## src/core/security_lock_defines.vh

```
// constants for the device security lock latch block
// assumes a single 10 MHz clock and synchronous active-high reset
//
// Function
// - the latch holds four key bytes, 32 bits compared as one unit.
// - the wrapper output is high when 28 or more of 32 bits match.
// - while the sampled latch output is high, debug and test are shut.
// - once secured, test, programming and debug ports stay disabled.
// - while the latch output is high, erase or change of it is refused.
// - the latch output is sampled only in reset and held until the next.
// - locking needs key load, commit to nonvolatile cells, then reset.
// - a key write is accepted only while no flash protection is set.
// - after a key write, port access stays until the next reset.
// - the latch contents can be read over the serial wire debug port.
// - flash protection clears only as part of a full device erase.
// - per-block erase, program, verify only where block security allows.
`ifndef SECURITY_LOCK_DEFINES_VH
`define SECURITY_LOCK_DEFINES_VH

`define KEY_WIDTH 32
// signature value is arbitrary
`define KEY_SIGNATURE 32'h5a3c_96e1
`define MATCH_MIN 6'd28
`define PROT_WIDTH 2
`define PROT_NONE 2'h0
`define BLOCK_IDX_WIDTH 4
`define NUM_BLOCKS 16

// flash command codes
`define CMD_NONE 3'h0
`define CMD_BLOCK_ERASE 3'h1
`define CMD_BLOCK_PROG 3'h2
`define CMD_BLOCK_VERIFY 3'h3
`define CMD_FULL_ERASE 3'h4
`define CMD_SET_PROT 3'h5

// latch commit length in clock cycles
`define COMMIT_CYCLES 8'd20

`endif

```

## src/core/security_lock.v

```verilog
// device security lock: key latch, sampled lock, flash command gating
// assumes a host drives requests one at a time, synchronous to mclk_i
`timescale 1ns/100ps
`include "security_lock_defines.vh"

module security_lock #(
  parameter NUM_BLOCKS = `NUM_BLOCKS,
  parameter [7:0] COMMIT_CYCLES = `COMMIT_CYCLES
) (
  input wire mclk_i,
  input wire reset_i,
  input wire key_load_i,
  input wire [`KEY_WIDTH-1:0] key_data_i,
  input wire key_commit_i,
  input wire cmd_valid_i,
  input wire [2:0] cmd_i,
  input wire [`BLOCK_IDX_WIDTH-1:0] cmd_block_i,
  input wire [`PROT_WIDTH-1:0] cmd_prot_i,
  input wire [NUM_BLOCKS-1:0] block_allow_i,
  input wire latch_read_i,
  input wire debug_req_i,
  input wire test_req_i,
  output reg debug_en_o,
  output reg test_en_o,
  output reg prog_en_o,
  output reg secured_o,
  output reg key_busy_o,
  output reg key_done_o,
  output reg key_reject_o,
  output reg cmd_done_o,
  output reg cmd_reject_o,
  output reg [2:0] flash_op_o,
  output reg [`BLOCK_IDX_WIDTH-1:0] flash_block_o,
  output reg [`PROT_WIDTH-1:0] prot_level_o,
  output reg [`KEY_WIDTH-1:0] latch_rdata_o,
  output reg latch_rvalid_o
);

  localparam ST_IDLE = 2'h0;
  localparam ST_COMMIT = 2'h1;
  localparam ST_DONE = 2'h2;

  reg [1:0] state_q;
  reg [1:0] state_d;
  reg [7:0] count_q;
  reg [7:0] count_d;
  reg in_reset_q;
  reg lock_q;
  reg [`PROT_WIDTH-1:0] prot_q;
  reg staged_q;
  wire [`KEY_WIDTH-1:0] cells;
  wire wrapper_out;
  wire commit_pulse;
  wire key_ok;
  wire load_ok;
  wire gate_open;
  wire commit_ok;
  wire cmd_legal;
  reg lock_d;
  reg [`PROT_WIDTH-1:0] prot_d;
  reg debug_en_d;
  reg test_en_d;
  reg prog_en_d;
  reg cmd_done_d;
  reg cmd_reject_d;
  reg [2:0] flash_op_d;
  reg [`BLOCK_IDX_WIDTH-1:0] flash_block_d;
  reg [`KEY_WIDTH-1:0] latch_rdata_d;

  // ==========================================
  // latch storage and majority wrapper
  // key only without flash protection
  assign key_ok = (prot_q == `PROT_NONE);
  // no change once wrapper output is high
  assign load_ok = key_load_i && key_ok && !wrapper_out && !lock_q;
  assign commit_pulse = (state_q == ST_COMMIT) && (count_q == 8'h1);
  // closed until the sampled lock is known
  // the first edge after release still sees lock_q low
  assign gate_open = !lock_q && !in_reset_q;
  // commit needs a staged, unprotected, unfrozen key
  assign commit_ok = staged_q && key_ok && !wrapper_out;

  latch_cells #(
    .WIDTH(`KEY_WIDTH)
  ) u_cells (
    .mclk_i(mclk_i),
    .reset_i(reset_i),
    .load_i(load_ok),
    .load_data_i(key_data_i),
    .commit_i(commit_pulse),
    .frozen_i(wrapper_out),
    .cells_o(cells)
  );

  majority_match #(
    .WIDTH(`KEY_WIDTH)
  ) u_match (
    .cells_i(cells),
    .pattern_i(`KEY_SIGNATURE),
    .min_i(`MATCH_MIN),
    .match_o(wrapper_out)
  );

  // ==========================================
  // lock sampling
  // sample only while in reset, then hold
  // captured on the first edge after release
  always @(posedge mclk_i) begin
    if (reset_i) begin
      in_reset_q <= 1'b1;
    end else begin
      in_reset_q <= 1'b0;
    end
  end

  // lock follows commit only through a reset
  // a fresh commit leaves lock_q alone until reset
  always @* begin
    lock_d = lock_q;
    if (in_reset_q) begin
      lock_d = wrapper_out;
    end
  end

  always @(posedge mclk_i) begin
    if (reset_i) begin
      lock_q <= 1'b0;
    end else begin
      lock_q <= lock_d;
    end
  end

  // ==========================================
  // key commit sequence
  always @* begin
    state_d = state_q;
    count_d = count_q;
    case (state_q)
      ST_IDLE: begin
        if (key_commit_i && commit_ok) begin
          state_d = ST_COMMIT;
          count_d = COMMIT_CYCLES;
        end
      end
      ST_COMMIT: begin
        count_d = count_q - 8'h1;
        if (count_q == 8'h1) begin
          state_d = ST_DONE;
        end
      end
      ST_DONE: begin
        state_d = ST_IDLE;
      end
      default: begin
        state_d = ST_IDLE;
      end
    endcase
  end

  always @(posedge mclk_i) begin
    if (reset_i) begin
      state_q <= ST_IDLE;
      count_q <= 8'h0;
      staged_q <= 1'b0;
      key_done_o <= 1'b0;
      key_reject_o <= 1'b0;
      key_busy_o <= 1'b0;
    end else begin
      state_q <= state_d;
      count_q <= count_d;
      if (load_ok) begin
        staged_q <= 1'b1;
      end
      key_busy_o <= (state_d == ST_COMMIT);
      key_done_o <= (state_d == ST_DONE);
      key_reject_o <= (key_load_i && !load_ok) ||
        (key_commit_i && state_q == ST_IDLE && !commit_ok);
    end
  end

  // ==========================================
  // flash protection and command gating
  // protection level is nonvolatile: survives reset
  initial prot_q = `PROT_NONE;

  // clear only on full device erase
  // a locked part takes no protection change
  always @* begin
    prot_d = prot_q;
    if (!reset_i && cmd_legal) begin
      case (cmd_i)
        `CMD_FULL_ERASE: begin
          prot_d = `PROT_NONE;
        end
        `CMD_SET_PROT: begin
          // raise only: a lower level never weakens protection
          if (cmd_prot_i > prot_q) begin
            prot_d = cmd_prot_i;
          end
        end
        default: begin
          prot_d = prot_q;
        end
      endcase
    end
  end

  // nonvolatile: no reset term, the level outlives reset
  always @(posedge mclk_i) begin
    prot_q <= prot_d;
  end

  function block_op_ok;
    input [2:0] op;
    input [NUM_BLOCKS-1:0] allow;
    input [`BLOCK_IDX_WIDTH-1:0] idx;
    begin
      block_op_ok = 1'b1;
      if (op == `CMD_BLOCK_ERASE || op == `CMD_BLOCK_PROG ||
          op == `CMD_BLOCK_VERIFY) begin
        block_op_ok = allow[idx];
      end
    end
  endfunction

  assign cmd_legal = cmd_valid_i && gate_open && (cmd_i != `CMD_NONE) &&
    (cmd_i <= `CMD_SET_PROT) &&
    block_op_ok(cmd_i, block_allow_i, cmd_block_i);

  // refused ops leave the block index alone
  always @* begin
    cmd_done_d = cmd_legal;
    cmd_reject_d = cmd_valid_i && !cmd_legal;
    flash_op_d = `CMD_NONE;
    flash_block_d = flash_block_o;
    if (cmd_legal) begin
      flash_op_d = cmd_i;
      flash_block_d = cmd_block_i;
    end
  end

  always @(posedge mclk_i) begin
    if (reset_i) begin
      cmd_done_o <= 1'b0;
      cmd_reject_o <= 1'b0;
      flash_op_o <= `CMD_NONE;
      flash_block_o <= {`BLOCK_IDX_WIDTH{1'b0}};
      prot_level_o <= `PROT_NONE;
    end else begin
      cmd_done_o <= cmd_done_d;
      cmd_reject_o <= cmd_reject_d;
      flash_op_o <= flash_op_d;
      flash_block_o <= flash_block_d;
      prot_level_o <= prot_q;
    end
  end

  // ==========================================
  // port enables and latch readout
  // debug and test shut while locked
  // enables stay low until reset resamples
  always @* begin
    debug_en_d = debug_req_i && gate_open;
    test_en_d = test_req_i && gate_open;
    prog_en_d = gate_open;
  end

  always @(posedge mclk_i) begin
    if (reset_i) begin
      debug_en_o <= 1'b0;
      test_en_o <= 1'b0;
      prog_en_o <= 1'b0;
      secured_o <= 1'b0;
    end else begin
      debug_en_o <= debug_en_d;
      test_en_o <= test_en_d;
      prog_en_o <= prog_en_d;
      secured_o <= lock_q;
    end
  end

  // contents readable over the debug port
  // reads stay open when locked so protected parts can be told apart
  always @* begin
    latch_rdata_d = latch_rdata_o;
    if (latch_read_i) begin
      latch_rdata_d = cells;
    end
  end

  always @(posedge mclk_i) begin
    if (reset_i) begin
      latch_rdata_o <= {`KEY_WIDTH{1'b0}};
      latch_rvalid_o <= 1'b0;
    end else begin
      latch_rvalid_o <= latch_read_i;
      latch_rdata_o <= latch_rdata_d;
    end
  end

endmodule // security_lock

```

## src/core/majority_match.v

```verilog
// popcount of matching key bits against the signature
// assumes purely combinational use from the nonvolatile cells
`timescale 1ns/100ps
`include "security_lock_defines.vh"

module majority_match #(
  parameter WIDTH = `KEY_WIDTH
) (
  input wire [WIDTH-1:0] cells_i,
  input wire [WIDTH-1:0] pattern_i,
  input wire [5:0] min_i,
  output wire match_o
);

  // ==========================================
  // bit agreement count
  function [5:0] count_ones;
    input [WIDTH-1:0] v;
    integer k;
    begin
      count_ones = 6'h0;
      for (k = 0; k < WIDTH; k = k + 1) begin
        count_ones = count_ones + {5'h0, v[k]};
      end
    end
  endfunction

  wire [5:0] agree;

  assign agree = count_ones(~(cells_i ^ pattern_i));
  assign match_o = (agree >= min_i);

endmodule // majority_match

```

## src/core/latch_cells.v

```verilog
// latch frozen once matched: volatile stage plus nonvolatile cells
// assumes commit_i is a one-cycle pulse from the controller
`timescale 1ns/100ps
`include "security_lock_defines.vh"

module latch_cells #(
  parameter WIDTH = `KEY_WIDTH,
  parameter [WIDTH-1:0] CELL_INIT = 32'h0
) (
  input wire mclk_i,
  input wire reset_i,
  input wire load_i,
  input wire [WIDTH-1:0] load_data_i,
  input wire commit_i,
  input wire frozen_i,
  output reg [WIDTH-1:0] cells_o
);

  reg [WIDTH-1:0] stage_q;

  // ==========================================
  // volatile stage and nonvolatile commit
  // cells model nonvolatile storage: not cleared by reset
  always @(posedge mclk_i) begin
    if (reset_i) begin
      stage_q <= {WIDTH{1'b0}};
    end else if (load_i && !frozen_i) begin
      stage_q <= load_data_i;
    end
  end

  initial cells_o = CELL_INIT;

  always @(posedge mclk_i) begin
    if (commit_i && !frozen_i) begin
      cells_o <= stage_q;
    end
  end

endmodule // latch_cells

```

## config.mk

```make
export PLATFORM = sky130hd
export DESIGN_NAME = security_lock
export DESIGN_NICKNAME = d
export VERILOG_FILES = /design/src/core/security_lock.v /design/src/core/majority_match.v /design/src/core/latch_cells.v
export VERILOG_INCLUDE_DIRS = /design/src /design/src/core
export SDC_FILE = /design/constraint.sdc
export NUM_CORES = 1
export LEC_CHECK = 0
export BUFFER_PORTS_ARGS = -buffer_cell sky130_fd_sc_hd__buf_2
export CORE_MARGIN = 8
export CORE_UTILIZATION = 45
export CTS_CLUSTER_SIZE = 10
export DETAILED_ROUTE_END_ITERATION = 7
export GPL_ROUTABILITY_DRIVEN = 0
export GPL_TIMING_DRIVEN = 0
export PLACE_DENSITY = 0.7
export SLEW_MARGIN = 0
export SYNTH_ARGS = -nofsm -noshare
export SYNTH_HDL_FRONTEND = slang
export SYNTH_SLANG_ARGS = --single-unit
```

## constraint.sdc

```tcl
create_clock -name mclk_i -period 7.89 [get_ports mclk_i]
set_input_delay 0.3945 -clock mclk_i [delete_from_list [all_inputs] [get_ports mclk_i]]
set_output_delay 0.3945 -clock mclk_i [all_outputs]
set_load 0.03 [all_outputs]
```

* Yosys cells after proc, flatten, opt, wreduce, memory -nomap -nowiden
Cells that the tools add are included.
Word-level totals: register bits 130, output and inout port bits 51, logic and storage cells 122
Operators by class: $lt $le $gt $ge 4, muxes and demuxes 11, bitwise operators 3, add/subtract/negate cells 32, eq/ne operators 11, reductions and logical operators 39
Operators by type and width (count):
- adder 6 x 1 -> 6 bit | 30
- NOT 32 bit | 1
- logical AND 1 bit | 21
- NOT 16 bit | 1
- case mux 8 bit (2 select lines) | 1
- equality test 8 x 1 -> 1 bit, second input constant | 1
- 2-to-1 mux 8 bit | 1
- case mux 2 bit (2 select lines) | 2
- subtractor 8 x 1 -> 8 bit, second input constant | 1
- zero test 1 bit | 7
- equality test 3 x 2 -> 1 bit, second input constant | 2
- equality test 3 bit, second input constant | 2
- greater-or-equal comparator 6 x 5 -> 1 bit, second input constant | 1
- 2-to-1 mux 2 bit | 3
- < comparator 4 x 5 -> 1 bit, second input constant | 1
- binary-select mux 1 bit (select 4 bit) | 1
- equality test 2 x 1 -> 1 bit, second input constant | 2
- zero test 2 bit | 2
- inequality test 2 bit, second input constant | 2
- nonzero test 2 bit | 2
- equality test 3 x 1 -> 1 bit, second input constant | 1
- less-or-equal comparator 3 bit, second input constant | 1
- logical OR 1 bit | 3
- 2-to-1 mux 1 bit | 3
- other kinds (8) | 8

* Depth between registers and ports, before layout
depth after elaboration 40, depth in mapped cells 21, depth with buffers taken out 20

* Cells and area by module
A second synthesis with hierarchy kept.
Unflattened totals: cells, all modules 564, area total of the unflattened synthesis 6251.0 um2
By module, submodules not included:
- security_lock | times used 1, cells each 265, area an instance 2646.3 um2
- latch_cells | times used 1, cells each 178, area an instance 2441.1 um2
- majority_match | times used 1, cells each 121, area an instance 1163.6 um2

* Least setup slack after synthesis
OpenSTA, ideal clock, no wires.
path type register to register, start point reg u_cells.cells_o[0], end point reg u_cells.cells_o[0], enable pin, clock period less this slack 6.948 ns, cell stages (with the launch flop) 19, required time 7.469 ns, path slack 0.942 ns, data arrival time 6.527 ns, cells stage by stage edfxtp_1 > ha_1 > fa_1 > fa_1 > inv_1 > fa_1 > fa_1 > inv_1 > fa_1 > inv_1 > fa_1 > fa_1 > inv_1 > fa_1 > o311ai_1 > a31oi_1 > a21oi_1 > nand3_1 > nor2_1
Between the ends: cells in the longest elaborated chain, start to end 36
Ends and longest elaborated chain:
- start, declared | RTL line latch_cells.v:16 | output reg [WIDTH-1:0] cells_o
- start signal, assigned | RTL line latch_cells.v:36 | cells_o <= stage_q;
- NOT 16 bit (no line)
- NOT 32 bit | RTL line majority_match.v:30 | assign agree = count_ones(~(cells_i ^ pattern_i));
- adder 1 x 1 -> 2 bit | RTL line majority_match.v:23 | count_ones = count_ones + {5'h0, v[k]};
- adder 6 x 1 -> 6 bit (30 in a row) | RTL line majority_match.v:23
- greater-or-equal comparator 6 x 5 -> 1 bit | RTL line majority_match.v:31 | assign match_o = (agree >= min_i);
- zero test 1 bit | RTL line latch_cells.v:35 | if (commit_i && !frozen_i) begin
- logical AND 1 bit | RTL line latch_cells.v:35
Every way passes these cells. A chain may end at the register's enable or synchronous reset.

* Worst setup path in the final report
start point reg u_cells.cells_o[0], end point reg u_cells.cells_o[13], enable pin
Same word-level chain as after synthesis.

==> qor.yml <==
status: "completed"
die-area_um2: 16200
power_frac_seq_pct: 44.0
cp.arrival_ns: 6.83
ys_warn_count: 0
synthSimpleGateAreaFrac_pct: 11.7
slew_headroom_pct: 45.8
grt_first_pass_wirelength_um: 20400
p_int_w: 0.00126
fin_skew_ns: 0.00677
hp-class: "in2reg"
postSynthRegisterBits: 130
synth_cell_type_count: 48
fin_crit_ns: 6.71
cp.required_ns: 8.01
drv_cap: 0
cts_buffer_depth: 2
first_iter_violations: 344
wl_per_cell_um: 15.6
io_pins: 116
crit_top_cell: "fa_1"
synth_xor_area_share_pct: 0.787
vias: 3861
synthesis.nets: 582
clk_pin_slew_ns: 0.05
synth_mux_area_share_pct: 14.5
worstPathCellList: "ha_1 -> fa_1 -> fa_1 -> inv_1 -> fa_1 -> fa_1 -> inv_1 -> fa_1 -> inv_1 -> fa_1 -> fa_1 -> inv_1 -> fa_1 -> o311ai_1 -> a31oi_1 -> a21oi_1 -> nand3_1 -> nor2_4 -> buf_16"
cts_setup_buffers: 0
slew_violations: 0
route.detailed.drc: 0
hold_ws_ns: 0.0935
syn-cell-area_um2: 5560
drive_above_1_share_pct: 24.2
synth_cells: 481
nNetsFinal: 715
critPathTopFamily: "adder cells"
async_flop_share_pct: 0
grt_pass1_vias: 4168
fmax_ghz: 0.149
gr-total-overflow: 0
setup_viol: 0
hold_viol: 0
worst_pin_slew_ns: 0.813
synth-compound-area-share_pct: 3.40
antenna_found_initial: 0
cts-buffers-inserted: 17
synth_fa_ha_area_share_pct: 11.3
avgSynthCellArea_um2: 11.6
critPathMaxStageDelay_ns: 0.55
clock_power_share_pct: 49.7
firstDrtPassIters: 4
pre_cts_slack_ns: 1.15
rsz0062_at_grt: "no"
die_h_um: 127
placed_cells: 763
cts-root-buf: "clkbuf_16"
grt.total_usage_pct: 16.2
syn_to_final_growth_pct: 25.4
critPathKind: "reg2reg"
p_switching_w: 0.000345
final_common_cell: "buf_2"
num_rows: 40
setup_slack_ns: 1.18
finalNonFillerCells: 796
synth_edf_count: 34
fin_tns_setup_ns: 0
ys.flop_type: "dfxtp_1"
clock_sinks: 130
htreeDepth: 4
max-vdd-ir-drop_mv: 0.127
cp-end-kind: "register"
most-common-layout-cells: "113 x buf_2, 96 x dfxtp_1, 80 x nor2_1"
synth_top_family_by_area: "multiplexers"
start_util_pct: 46.1
core_um2: 12100
die_w_um: 127
holdBufCountCts: 0
post-dp-hpwl_um: 9380
pwr-share-comb_pct: 6.4
crit_path_start_kind: "register"
vias_per_cell: 4.85
p_leak_nw: 3.34
cts_tree: "yes"
routed_wirelength_um: 12400
period_share_pct: 85.1
p_sw_share_pct: 21.5
slowest_stage: "nor2_4"
fillCellCount: 995
drtAntennaViolNets: 0
crit_buf_inv: 5
clk_latency_ns: 0.41
cts_resized: 0
ys_seq_area_share_pct: 52.9
critPathMaxFanout: 17
grt_max_degree: 18
p_per_area_nw_per_um2: 230
io_buffers: 113
==> area by class of cell <==
| class | instances | area (µm²) | share of cell area, % |
|---|---|---|---|
| tap | 168 | 210 | 3.01 |
| antenna | 1 | 2.50 | 0.0359 |
| clock buffer | 18 | 429 | 6.15 |
| sequential | 130 | 2940 | 42.2 |
| multi-input combinational | 277 | 2330 | 33.4 |
| timing repair buffer | 114 | 593 | 8.50 |
| inverter | 55 | 206 | 2.96 |
| clock inverter | 14 | 169 | 2.42 |
| buffer | 19 | 90.1 | 1.29 |
==> power groups by stage <==
stage	Sequential (W)	Clock, W	Combinational, W
final	0.000705	0.000796	0.000102
after global placement	0.000718	0	0.000101
after floorplan	0.000738	0	0.0000429
after detailed placement	0.000719	0	0.000103
after CTS	0.000705	0.000806	0.000104
after global routing	0.000706	0.000838	0.000110
==> cell families (layout without fill, tap and decap cells) <==
group,Yosys count,in the layout
compound gates,25,25
fa+ha+maj,36,36
other cells,0,1
flops,130,130
xor+xnor,5,5
buf+inv,74,220
simple gates,138,138
mux,73,73
==> registers in the layout (all words and copies together), names as in the netlist, 2 cells and up <==
signal,flops
latch_rdata_o,32
u_cells.cells_o,32
u_cells.stage_q,32
count_q,8
flash_block_o,4
flash_op_o,3
prot_level_o,2
prot_q,2
state_q,2
==> final timing paths <==
kind | cells past startpoint | to | slack (ns) | startpoint
max | 19 | u_cells.cells_o[13]$_DFFE_PP_ | 1.18 | u_cells.cells_o[0]$_DFFE_PP_
min | 1 | in_reset_q$_DFF_P_ | 0.09 | reset_i
max reg2reg | 19 | u_cells.cells_o[13]$_DFFE_PP_ | 1.18 | u_cells.cells_o[0]$_DFFE_PP_
min reg2reg | 0 | u_cells.cells_o[24]$_DFFE_PP_ | 0.43 | u_cells.stage_q[24]$_SDFFE_PP0P_
==> Yosys cell counts (all sizes together) (2+ instances only) <==
| master | number | area (µm²) |
|---|---|---|
| o311ai | 2 | 17.5 |
| nand2b | 2 | 12.5 |
| nor4bb | 2 | 20.0 |
| mux2i | 68 | 681 |
| and2 | 3 | 18.8 |
| edfxtp | 34 | 1020 |
| nor2 | 81 | 304 |
| nor4 | 2 | 12.5 |
| o21ai | 3 | 15.0 |
| buf | 6 | 41.3 |
| and4b | 2 | 20.0 |
| a211oi | 4 | 30.0 |
| nand3 | 9 | 45.0 |
| ha | 12 | 150 |
| inv | 55 | 206 |
| nand3b | 3 | 22.5 |
| nor2b | 8 | 50.1 |
| nand2 | 9 | 36.3 |
| a31o | 2 | 17.5 |
| clkbuf | 13 | 48.8 |
| xor2 | 4 | 35.0 |
| fa | 24 | 480 |
| mux4 | 5 | 128 |
| a21oi | 5 | 36.3 |
| nor3 | 8 | 40.0 |
| dfxtp | 96 | 1920 |
| and3 | 4 | 25.0 |
==> through the flow <==
step	power (W)	cell area, µm²	util [%]
6_report	0.00160	6970	57.8
2_1_floorplan	0.000781	5560	-
4_1_cts	0.00162	6970	57.8
3_3_place_gp	0.000819	6340	52.6
3_5_place_dp	0.000822	6370	52.8
5_1_grt	0.00165	6970	57.8
==> routing by layer <==
| metal | up-vias | GRT usage (%) | share of wire [%] |
|---|---|---|---|
| met5 | - | 0 | 0 |
| met3 | 10 | 7.24 | 7.7 |
| li1 | 1884 | - | - |
| met2 | 120 | 27.1 | 49 |
| met1 | 1847 | 17.8 | 42 |
| met4 | 0 | 6.02 | 1.0 |
(Power assumes the default switching activity.)
